==> src/pio_pkg.sv <==
// Purpose: Shared constants and carrier types for the port I/O block
// Assumes: 8-bit register port, one clock domain
// Notes: Offsets are byte addresses on the plain register port
package pio_pkg;
    localparam int ADDR_W = 8;
    localparam int DATA_W = 8;

    // Register offsets
    localparam logic [7:0] ADDR_P0_DATA = 8'h00;
    localparam logic [7:0] ADDR_P1_DATA = 8'h01;
    localparam logic [7:0] ADDR_P2_DATA = 8'h02;
    localparam logic [7:0] ADDR_P3_DATA = 8'h03;
    localparam logic [7:0] ADDR_P0_DIR = 8'h04;
    localparam logic [7:0] ADDR_P1_DIR = 8'h05;
    localparam logic [7:0] ADDR_P2_DIR = 8'h06;
    localparam logic [7:0] ADDR_P3_MODE = 8'h07;
    localparam logic [7:0] ADDR_PORT_CFG = 8'h08;
    localparam logic [7:0] ADDR_IRQ_CFG = 8'h09;
    localparam logic [7:0] ADDR_IRQ_STAT = 8'h0a;
    localparam logic [7:0] ADDR_IRQ_MASK = 8'h0b;
    localparam logic [7:0] ADDR_TMR_SEL = 8'h0c;
    // Read-modify-write window: base | op<<2 | port
    localparam logic [7:0] ADDR_RMW_BASE = 8'h10;
    localparam logic [3:0] RMW_HI_NIBBLE = 4'h1;
    localparam logic [1:0] RMW_OP_OR = 2'h1;
    localparam logic [1:0] RMW_OP_AND = 2'h2;
    localparam logic [1:0] RMW_OP_XOR = 2'h3;

    // Field positions
    localparam int P3_MODE_ANALOG_BIT = 1;
    localparam int CFG_CMP_OUT_BIT = 0;
    localparam int CFG_P1_PP_BIT = 1;
    localparam int CFG_P0_PP_BIT = 2;
    localparam int IRQ_EDGE_LSB = 6;
    localparam int TMR_SEL_BIT = 0;
    localparam int REF_PIN_BIT = 3;
    localparam int CMP_A_BIT = 1;
    localparam int CMP_B_BIT = 2;
    localparam int STAT_CMP_A = 0;
    localparam int STAT_CMP_B = 1;
    localparam int STAT_IRQ_ONE = 2;
    localparam int NUM_EVENTS = 3;

    // Reset values
    localparam logic [7:0] RST_DATA = 8'h00;
    localparam logic [7:0] RST_DIR = 8'hff;
    localparam logic [7:0] RST_CFG = 8'h00;
    localparam logic [7:0] RST_ZERO = 8'h00;

    // Edge selection codes
    localparam logic [1:0] EDGE_RISE = 2'h0;
    localparam logic [1:0] EDGE_FALL = 2'h1;

    typedef struct packed {
        logic [ADDR_W-1:0] addr;
        logic [DATA_W-1:0] wdata;
        logic we;
        logic re;
    } pio_bus_t;

    typedef struct packed {
        logic [7:0] out;
        logic [7:0] oe;
        logic [7:0] pu;
    } pio_pin_drv_t;
endpackage

==> src/pio_edge_det.sv <==
// Purpose: Edge detector with selectable rising, falling or both edges
// Assumes: Level is synchronous to sys_clk
// Notes: One cycle combinational pulse, in the same cycle the edge is seen
`timescale 1ns/1ps
`default_nettype none
module pio_edge_det (
    input wire logic sys_clk,
    input wire logic rst,
    input wire logic level,
    input wire logic [1:0] mode,
    output logic pulse
);
    import pio_pkg::*;
    logic prev_reg;
    logic rise;
    logic fall;

    always_ff @(posedge sys_clk) begin
        // Track the pin through reset so a high idle level gives no false edge
        if (rst) begin
            prev_reg <= level;
        end else begin
            prev_reg <= level;
        end
    end

    assign rise = level & ~prev_reg;
    assign fall = ~level & prev_reg;

    always_comb begin
        case (mode)
            EDGE_RISE: pulse = rise;
            EDGE_FALL: pulse = fall;
            default: pulse = rise | fall;
        endcase
    end
endmodule
`default_nettype wire

==> src/pio_port_drv.sv <==
// Purpose: Output driver, open-drain option and pull-up control of one port
// Assumes: Direction bit one means input
// Notes: Open-drain only ever drives low
`timescale 1ns/1ps
`default_nettype none
module pio_port_drv #(
    parameter int WIDTH = 8
) (
    input wire logic [WIDTH-1:0] out_val,
    input wire logic [WIDTH-1:0] dir_in,
    input wire logic push_pull,
    output var pio_pkg::pio_pin_drv_t drv
);
    import pio_pkg::*;
    always_comb begin
        // Open-drain lets the pin float high instead of driving it
        drv.out = push_pull ? out_val : '0;
        drv.oe = ~dir_in & (push_pull ? {WIDTH{1'b1}} : ~out_val);
        // Pull-up follows direction only
        drv.pu = dir_in;
    end
endmodule
`default_nettype wire

==> src/pio_port_top.sv <==
// Purpose: Ports 0-3 with comparator inputs, interrupts and output routing
// Assumes: Pin levels and comparator results synchronous to sys_clk
// Notes: Port 3 pins 0-3 are inputs, pins 4-7 are outputs
//
// The implementer's own choices: the plain strobed port and the placing of the registers.
`timescale 1ns/1ps
`default_nettype none
module pio_port_top (
    input wire logic sys_clk,
    input wire logic rst,
    input wire pio_pkg::pio_bus_t bus,
    output logic [7:0] rdata,
    input wire logic [7:0] p0_in,
    output var pio_pkg::pio_pin_drv_t p0_pins,
    input wire logic [7:0] p1_in,
    output var pio_pkg::pio_pin_drv_t p1_pins,
    input wire logic [7:0] p2_in,
    output var pio_pkg::pio_pin_drv_t p2_pins,
    input wire logic [3:0] p3_in,
    input wire logic cmp_a_raw,
    input wire logic cmp_b_raw,
    output logic [3:0] p3_out,
    input wire logic stop_mode,
    output logic cmp_power_en,
    output logic timer_edge_in,
    output logic [3:0] stop_recovery_sources,
    output logic irq
);
    import pio_pkg::*;

    logic [7:0] out_reg [4];
    logic [7:0] out_next [4];
    logic [7:0] dir_reg [3];
    logic [7:0] p3_mode_reg;
    logic [7:0] port_config_reg;
    logic [7:0] irq_cfg_reg;
    logic [7:0] tmr_sel_reg;
    logic [NUM_EVENTS-1:0] stat_reg;
    logic [NUM_EVENTS-1:0] stat_next;
    logic [NUM_EVENTS-1:0] mask_reg;
    logic [7:0] rdata_next;
    logic [7:0] pin_val [4];
    logic analog;
    logic cmp_a_res;
    logic cmp_b_res;
    logic cmp_in_a_pin;
    logic cmp_in_b_pin;
    logic cmp_ref_b_pin;
    logic edge_a;
    logic edge_b;
    logic edge_ref;
    logic [1:0] edge_mode;
    logic rmw_hit;
    logic [1:0] rmw_op;
    logic [1:0] rmw_port;
    logic [NUM_EVENTS-1:0] evt_set;

    assign analog = p3_mode_reg[P3_MODE_ANALOG_BIT];
    // Comparators sleep in stop mode, so their results read low
    assign cmp_power_en = analog & ~stop_mode;
    assign cmp_a_res = cmp_power_en & cmp_a_raw;
    assign cmp_b_res = cmp_power_en & cmp_b_raw;

    assign cmp_ref_b_pin = p3_in[REF_PIN_BIT];
    assign cmp_in_a_pin = analog ? cmp_a_res : p3_in[CMP_A_BIT];
    assign cmp_in_b_pin = analog ? cmp_b_res : p3_in[CMP_B_BIT];

    // Pin view used by reads and by read-modify-write
    always_comb begin
        pin_val[0] = p0_in;
        pin_val[1] = p1_in;
        pin_val[2] = p2_in;
        pin_val[3] = {p3_out, analog ? 1'b0 : cmp_ref_b_pin, cmp_in_b_pin, cmp_in_a_pin, p3_in[0]};
    end

    assign rmw_hit = bus.we && (bus.addr[7:4] == RMW_HI_NIBBLE) && (bus.addr[3:2] != 2'h0);
    assign rmw_op = bus.addr[3:2];
    assign rmw_port = bus.addr[1:0];

    // Output data registers, plain and read-modify-write
    always_comb begin
        for (int i = 0; i < 4; i++) begin
            out_next[i] = out_reg[i];
        end
        if (bus.we && bus.addr[7:2] == 6'h00) begin
            out_next[bus.addr[1:0]] = bus.wdata;
        end
        if (rmw_hit) begin
            case (rmw_op)
                RMW_OP_OR: out_next[rmw_port] = pin_val[rmw_port] | bus.wdata;
                RMW_OP_AND: out_next[rmw_port] = pin_val[rmw_port] & bus.wdata;
                RMW_OP_XOR: out_next[rmw_port] = pin_val[rmw_port] ^ bus.wdata;
                default: out_next[rmw_port] = out_reg[rmw_port];
            endcase
        end
    end

    always_ff @(posedge sys_clk) begin
        if (rst) begin
            for (int i = 0; i < 4; i++) begin
                out_reg[i] <= RST_DATA;
            end
        end else begin
            for (int i = 0; i < 4; i++) begin
                out_reg[i] <= out_next[i];
            end
        end
    end

    // Direction and configuration registers
    always_ff @(posedge sys_clk) begin
        if (rst) begin
            for (int i = 0; i < 3; i++) begin
                dir_reg[i] <= RST_DIR;
            end
            p3_mode_reg <= RST_ZERO;
            port_config_reg <= RST_CFG;
            irq_cfg_reg <= RST_ZERO;
            tmr_sel_reg <= RST_ZERO;
            mask_reg <= '0;
        end else if (bus.we) begin
            case (bus.addr)
                ADDR_P0_DIR: dir_reg[0] <= bus.wdata;
                ADDR_P1_DIR: dir_reg[1] <= bus.wdata;
                ADDR_P2_DIR: dir_reg[2] <= bus.wdata;
                ADDR_P3_MODE: p3_mode_reg <= bus.wdata;
                ADDR_PORT_CFG: port_config_reg <= bus.wdata;
                ADDR_IRQ_CFG: irq_cfg_reg <= bus.wdata;
                ADDR_TMR_SEL: tmr_sel_reg <= bus.wdata;
                ADDR_IRQ_MASK: mask_reg <= bus.wdata[NUM_EVENTS-1:0];
                default: ;
            endcase
        end
    end

    // Edge detection on the comparator inputs and reference pin
    assign edge_mode = irq_cfg_reg[IRQ_EDGE_LSB +: 2];

    pio_edge_det u_edge_a (
        .sys_clk(sys_clk),
        .rst(rst),
        .level(cmp_in_a_pin),
        .mode(edge_mode),
        .pulse(edge_a)
    );

    pio_edge_det u_edge_b (
        .sys_clk(sys_clk),
        .rst(rst),
        .level(cmp_in_b_pin),
        .mode(edge_mode),
        .pulse(edge_b)
    );

    pio_edge_det u_edge_ref (
        .sys_clk(sys_clk),
        .rst(rst),
        .level(cmp_ref_b_pin),
        .mode(EDGE_FALL),
        .pulse(edge_ref)
    );

    // Reference pin event only reaches the interrupt in digital mode
    assign evt_set = {edge_ref & ~analog, edge_b, edge_a};

    // Set wins over a same-cycle write-one clear
    always_comb begin
        stat_next = stat_reg;
        if (bus.we && bus.addr == ADDR_IRQ_STAT) begin
            stat_next = stat_reg & ~bus.wdata[NUM_EVENTS-1:0];
        end
        stat_next = stat_next | evt_set;
    end

    always_ff @(posedge sys_clk) begin
        if (rst) begin
            stat_reg <= '0;
        end else begin
            stat_reg <= stat_next;
        end
    end

    assign irq = |(stat_reg & mask_reg);

    // Stop recovery sources: pins 1-3 in digital mode, ref latch in analog
    always_ff @(posedge sys_clk) begin
        if (rst) begin
            stop_recovery_sources <= 4'h0;
        end else begin
            stop_recovery_sources[2:0] <= analog ? 3'h0 : p3_in[3:1];
            stop_recovery_sources[3] <= analog & cmp_ref_b_pin;
        end
    end

    // Timer edge input selection
    assign timer_edge_in = tmr_sel_reg[TMR_SEL_BIT] ? p2_in[0] : cmp_in_a_pin;

    // Port 3 outputs: comparator results may replace pins 4 and 7
    always_ff @(posedge sys_clk) begin
        if (rst) begin
            p3_out <= 4'h0;
        end else if (port_config_reg[CFG_CMP_OUT_BIT]) begin
            p3_out <= {cmp_b_res, out_next[3][6:5], cmp_a_res};
        end else begin
            p3_out <= out_next[3][7:4];
        end
    end

    // Port drivers
    pio_port_drv #(.WIDTH(8)) u_drv0 (
        .out_val(out_reg[0]),
        .dir_in(dir_reg[0]),
        .push_pull(port_config_reg[CFG_P0_PP_BIT]),
        .drv(p0_pins)
    );

    pio_port_drv #(.WIDTH(8)) u_drv1 (
        .out_val(out_reg[1]),
        .dir_in(dir_reg[1]),
        .push_pull(port_config_reg[CFG_P1_PP_BIT]),
        .drv(p1_pins)
    );

    // Port 2 has no open-drain option here
    pio_port_drv #(.WIDTH(8)) u_drv2 (
        .out_val(out_reg[2]),
        .dir_in(dir_reg[2]),
        .push_pull(1'b1),
        .drv(p2_pins)
    );

    // Read path, data one cycle after the strobe
    always_comb begin
        rdata_next = 8'h00;
        case (bus.addr)
            ADDR_P0_DATA: rdata_next = pin_val[0];
            ADDR_P1_DATA: rdata_next = pin_val[1];
            ADDR_P2_DATA: rdata_next = pin_val[2];
            ADDR_P3_DATA: rdata_next = pin_val[3];
            ADDR_P0_DIR: rdata_next = dir_reg[0];
            ADDR_P1_DIR: rdata_next = dir_reg[1];
            ADDR_P2_DIR: rdata_next = dir_reg[2];
            ADDR_P3_MODE: rdata_next = p3_mode_reg;
            ADDR_PORT_CFG: rdata_next = port_config_reg;
            ADDR_IRQ_CFG: rdata_next = irq_cfg_reg;
            ADDR_IRQ_STAT: rdata_next = {5'h00, stat_reg};
            ADDR_IRQ_MASK: rdata_next = {5'h00, mask_reg};
            ADDR_TMR_SEL: rdata_next = tmr_sel_reg;
            default: rdata_next = 8'h00;
        endcase
    end

    always_ff @(posedge sys_clk) begin
        if (rst) begin
            rdata <= 8'h00;
        end else if (bus.re) begin
            rdata <= rdata_next;
        end else begin
            rdata <= 8'h00;
        end
    end
endmodule
`default_nettype wire

==> config.mk <==
export PLATFORM = sky130hd
export DESIGN_NAME = pio_port_top
export DESIGN_NICKNAME = d
export VERILOG_FILES = /design/src/pio_pkg.sv /design/src/pio_edge_det.sv /design/src/pio_port_drv.sv /design/src/pio_port_top.sv
export SDC_FILE = /design/constraint.sdc
export NUM_CORES = 1
export LEC_CHECK = 0
export BUFFER_PORTS_ARGS = -buffer_cell sky130_fd_sc_hd__buf_2
export CAP_MARGIN = 30
export CORE_UTILIZATION = 40
export CTS_BUF_LIST = sky130_fd_sc_hd__clkbuf_16
export CTS_CLUSTER_SIZE = 16
export DETAILED_ROUTE_END_ITERATION = 10
export HOLD_SLACK_MARGIN = 0.02
export PLACE_DENSITY_LB_ADDON = 0.1
export SETUP_SLACK_MARGIN = 0.3
export SLEW_MARGIN = 15
export SYNTH_ARGS = -nofsm -noshare
export SYNTH_HDL_FRONTEND = slang
export SYNTH_SLANG_ARGS = --single-unit
==> constraint.sdc <==
create_clock -name sys_clk -period 4.92 [get_ports sys_clk]
set_input_delay 0.984 -clock sys_clk [delete_from_list [all_inputs] [get_ports sys_clk]]
set_output_delay 0.984 -clock sys_clk [all_outputs]
set_load 0.02 [all_outputs]
---- Yosys cells after proc, flatten, opt, wreduce, memory -nomap -nowiden ----
Memories as Yosys holds them, arrays and structs flattened.
Index checks and enable logic that the tools add are counted.
cells by class
  magnitude comparators ................... 2
  equal/unequal tests ..................... 17
  multiplexer cells ....................... 48
  bitwise logic cells ..................... 42
  reductions and logical operators ........ 17
operator list
  operator            count
  $bwmux 32           5
  $mux 8              14
  $pmux 8 s13         1
  $pmux 32 s3         1
  $mux 32             2
  $eq 8x4->1 const B  5
  $not 8->8           5
  $eq 8x3->1 const B  4
  $and 8x8->8         3
  $mux 1              19
  $bmux 8 s2          1
  $demux 8 s2         1
  $eq 8x2->1 const B  2
  $and 1x1->1         10
  $reduce_and 2->1    5
  $or 1x1->1          9
  $eq 8x1->1 const B  1
  $logic_not 8->1     1
  $not 1->1           8
  $or 8x8->8          1
  $xor 8x8->8         1
  $and 3x3->3         2
  $logic_not 6->1     1
  $logic_and 1x1->1   5
  other kinds (15)    19
storage, ports and cells
  flip-flop bits (word level) ............. 57
  RAM bits ................................ 56
  input bits .............................. 51
  output and inout port bits .............. 91
  logic and storage cells ................. 141
  memories kept ........................... 2
memories
  name     depth  width  rd ports  clocked after memory_dff  write ports  line                source
  out_reg  4      8      5         0                         4            pio_port_top.sv:31  logic [7:0] out_reg [4];
  dir_reg  3      8      3         0                         3            pio_port_top.sv:33  logic [7:0] dir_reg [3];

---- Logic depth before layout (Yosys ltp) ----
  depth in word-level cells ............... 12
  mapped depth ............................ 11
  mapped depth without buffers ............ 11

---- By module ----
A second synthesis with hierarchy kept.
unflattened totals
  cell total of the unflattened synthesis .. 740
  area total of the unflattened synthesis .. 6593.8 µm²
modules (own cells, without submodules)
  module        times used  cells an instance  area an instance (µm²)
  pio_port_top  1           644                5884.4
  pio_port_drv  3           25                 163.9
  pio_edge_det  3           7                  72.6

---- Worst setup path after synthesis ----
Ideal clock, no wire load.
  path type ............................... input to register
  start ................................... input port bus[11] in the netlist's numbering
  end ..................................... memory out_reg[0][1]
  library setup time ...................... 0.142 ns
  arrival ................................. 2.853 ns
  slack ................................... 1.925 ns
  stages on the path ...................... 10
  cell sequence ........................... buf_2 buf_1 mux4_2 inv_1 ha_1 mux2i_1 a22oi_1 nor2_1 and2_1 a221oi_1
RTL lines
  item                line                source
  start: declaration  pio_port_top.sv:11  input wire pio_pkg::pio_bus_t bus,
  end: declaration    pio_port_top.sv:31

==> impl_metrics.yaml <==
synth:
  synth.avg_cell_area_um2: 9.080
  async_flop_share: 0
  synth-seq-area-share: 0.4087
  synth_top_area_frac: 0.2850
  syn-num-nets: 713
  ys_ff_latch: 107
  yosys_warnings: 0
  synth_edf_count: 24
  yosysMostFrequentCell: "dfxtp_1"
  synth_top_cell_by_area: "dfxtp_1"
  synth_ff_type: "dfxtp_1"
  synth_common_cells: "dfxtp_1, nor2_1, a21oi_1"
  postSynthCellCount: 642
  synth.distinct_cells: 47
  synth_area_leaders: "dfxtp_1, edfxtp_1, mux2i_1, a21oi_1, nor2_1"
  syn_area_um2: 5829
grt:
  grt_max_degree: 44
  first_global_vias: 5315
  grt_pass1_wl_um: 31700
  track_usage: 0.2910
  grt_overflow: 0
  grt_antenna_before_repair: 0
clock_tree:
  clock_latency_ns: 0.36
  cts_tree: "done"
  cts.sinks: 107
  htreeDepth: 3
  cts_resized: 0
  postCtsHoldBufs: 0
  cts_root_buf: "clkbuf_16"
  numCtsBuffers: 9
  cts_setup_buffers: 0
  clock_path_buffers: 2
  cts.reportedPaths.clkPinSlew_ns: 0.07
hold_path:
  hp-start: "u_edge_ref.prev_reg"
  whs_endpoint: "stat_reg[2]"
  min_path_cells: 2
  hp-class: "flip-flop to flip-flop"
sta:
  tightest_slew_ns: 0.9711
  fin_crit_sh: 0.7196
  setup-tns-final_ns: 0
  setup_viol: 0
  fin_ws_ns: 1.380
  grt_setup_unrepaired: "false"
  hold_violations: 0
  fmax_mhz: 282.4
  maxSlewViolCount: 0
  clock_skew_ns: 0.007548
  post-route-min-period_ns: 3.540
  slew_headroom: 0.3513
setup_path:
  startpoint_type: "input port"
  crit_top_cell: "nand2_1"
  r2r-end: "out_reg[1][2]"
  worstPathCellList: "buf_2 > nor2b_1 > nand2_1 > nor2_1 > nand2_1 > nand2_1"
  r2r_cells: 11
  crit_required_ns: 4.93
  end_kind: "flip-flop"
  crit_fanout: 43
  r2r_slack_ns: 2.05
  cp_slowest_cell: "nor2b_1"
  cp_slowest_stage_delay_ns: 0.86
  cp.arrival_ns: 3.55
  critical_path_class: "input port to flip-flop"
  reg2reg_from: "p3_mode_reg[1]"
  crit_start: "bus[12]"
floorplan:
  boundaryPins: 142
  start_util: 0.4151
  die_h_um: 122.7
  fp-row-count: 43
  core-area_um2: 14040
  die_w_um: 122.7
  die_area_um2: 15060
detailed_routing:
  via_per_inst: 6.031
  drt_first_pass_iters: 5
  ant_nets: 0
  wire_per_inst_um: 23.00
  drcViolationCount: 0
  drt-met1-wl_um: 9302
  num_vias: 5675
  wl_met3_um: 2036
  wl_met2_um: 9917
  drtIter0Drc: 638
  maxUsedRoutingLayer: "met4"
  drt_wl_total_um: 21640
power:
  switching_share: 0.2857
  cellLeakagePower_nw: 2.999
  p_switching_mw: 0.5379
  ir_drop_mv: 0.1843
  internal_power_mw: 1.345
  power_density_nw_per_um2: 272.9
  p_comb_frac: 0.153
  clkPwrFrac: 0.352
  seqPwrFrac: 0.496
finish:
  layout.filler_cells: 1374
  synthToLayoutAreaGrowth_pct: 18.35
  largest_reg_flops: 26
  drive_gt1_frac: 0.2549
  diodes: 0
  stdcell_count: 941
  fin_nets: 827
placed_design:
  dp_hpwl_um: 15890
  dp_cells: 925
  portBuffers: 141
  gp_congestion: 0.9364
  preCtsSetupSlack_ns: 1.153
flow_run:
  drv_cap: 0
status:
  status: "completed"
[worst max-delay path, delay by kind of cell]
family | cells | cell delay (ns)
buffers and inverters | 1 | 0.62
and+or+nand+nor | 5 | 1.94
[per-layer routing]
metal  GRT usage  vias up
met5           0        -
met1      0.4031     2792
met4     0.09451        0
met3     0.05112       26
met2      0.4568      306
li1            -     2551
[logic make-up after synthesis]
family	share of synthesized area
mux	0.1301
compound gates	0.2024
simple gates	0.1595
flops	0.4087
buf+inv	0.05645
fa+ha+maj	0.04293
[metrics by stage]
| stage | area, um2 | util | hold slack [ns] | power, mW |
|---|---|---|---|---|
| after floorplan | 5829 | - | 0.4174 | 1.114 |
| after global placement | 6644 | 0.4731 | 0.4287 | 1.230 |
| after detailed placement | 6644 | 0.4731 | 0.4346 | 1.235 |
| after CTS | 6899 | 0.4913 | 0.4436 | 1.882 |
| after global routing | 6899 | 0.4913 | 0.4671 | 1.945 |
| final | 6899 | 0.4913 | 0.4400 | 1.883 |
[worst max path at each step]
stage                     cells after the start        endpoint  slack, ns
final                                         6  dir_reg[0][20]       1.38
after global routing                          6  dir_reg[0][22]       1.14
after CTS                                     6  dir_reg[0][20]       1.51
after detailed placement                      6  dir_reg[0][20]       1.15
after global placement                        6  dir_reg[0][20]       1.31
after floorplan                              10   out_reg[0][1]       1.92
[final cells by class]
cell class / count / area, um2 / share of cell area
Inverter: 33 / 123.9 / 0.01795
Clock buffer: 9 / 225.2 / 0.03264
Timing Repair Buffer: 152 / 788.3 / 0.1143
Sequential cell: 107 / 2382 / 0.3453
Clock inverter: 7 / 30.03 / 0.004353
Tap cell: 180 / 225.2 / 0.03264
Multi-Input combinational cell: 453 / 3124 / 0.4528
[power by group through the flow]
| stage | sequential, mW | clock (mW) | combinational [mW] |
|---|---|---|---|
| finish | 0.933 | 0.662 | 0.288 |
| global route | 0.934 | 0.703 | 0.308 |
| CTS | 0.933 | 0.666 | 0.283 |
| detailed placement | 0.953 | 0 | 0.282 |
| global placement | 0.952 | 0 | 0.278 |
| floorplan | 0.959 | 0 | 0.155 |
[cell usage in the layout, fill, tap and decap left out, drive strengths merged, types with 2 or more instances in the layout]
cell type / netlist / routed
mux2: 12 / 12
a31oi: 6 / 6
nand4: 2 / 2
nand2b: 15 / 15
and2: 24 / 24
a32oi: 5 / 5
a221oi: 26 / 26
edfxtp: 24 / 24
nor4: 2 / 2
nor2b: 6 / 6
dfxtp: 83 / 83
nand3: 16 / 16
a22oi: 14 / 14
a21oi: 64 / 64
a22o: 2 / 2
inv: 33 / 37
mux4: 9 / 9
and3: 3 / 3
clkbuf: 33 / 9
nand2: 43 / 43
o22ai: 20 / 20
o221a: 2 / 2
ha: 20 / 20
buf: 16 / 152
o21ai: 11 / 11
o31ai: 2 / 2
mux2i: 42 / 42
a21boi: 15 / 15
or2: 3 / 3
nor3b: 5 / 5
nor2: 69 / 69
clkinv: 0 / 2
o22a: 4 / 4
(Power assumes the default switching activity.)
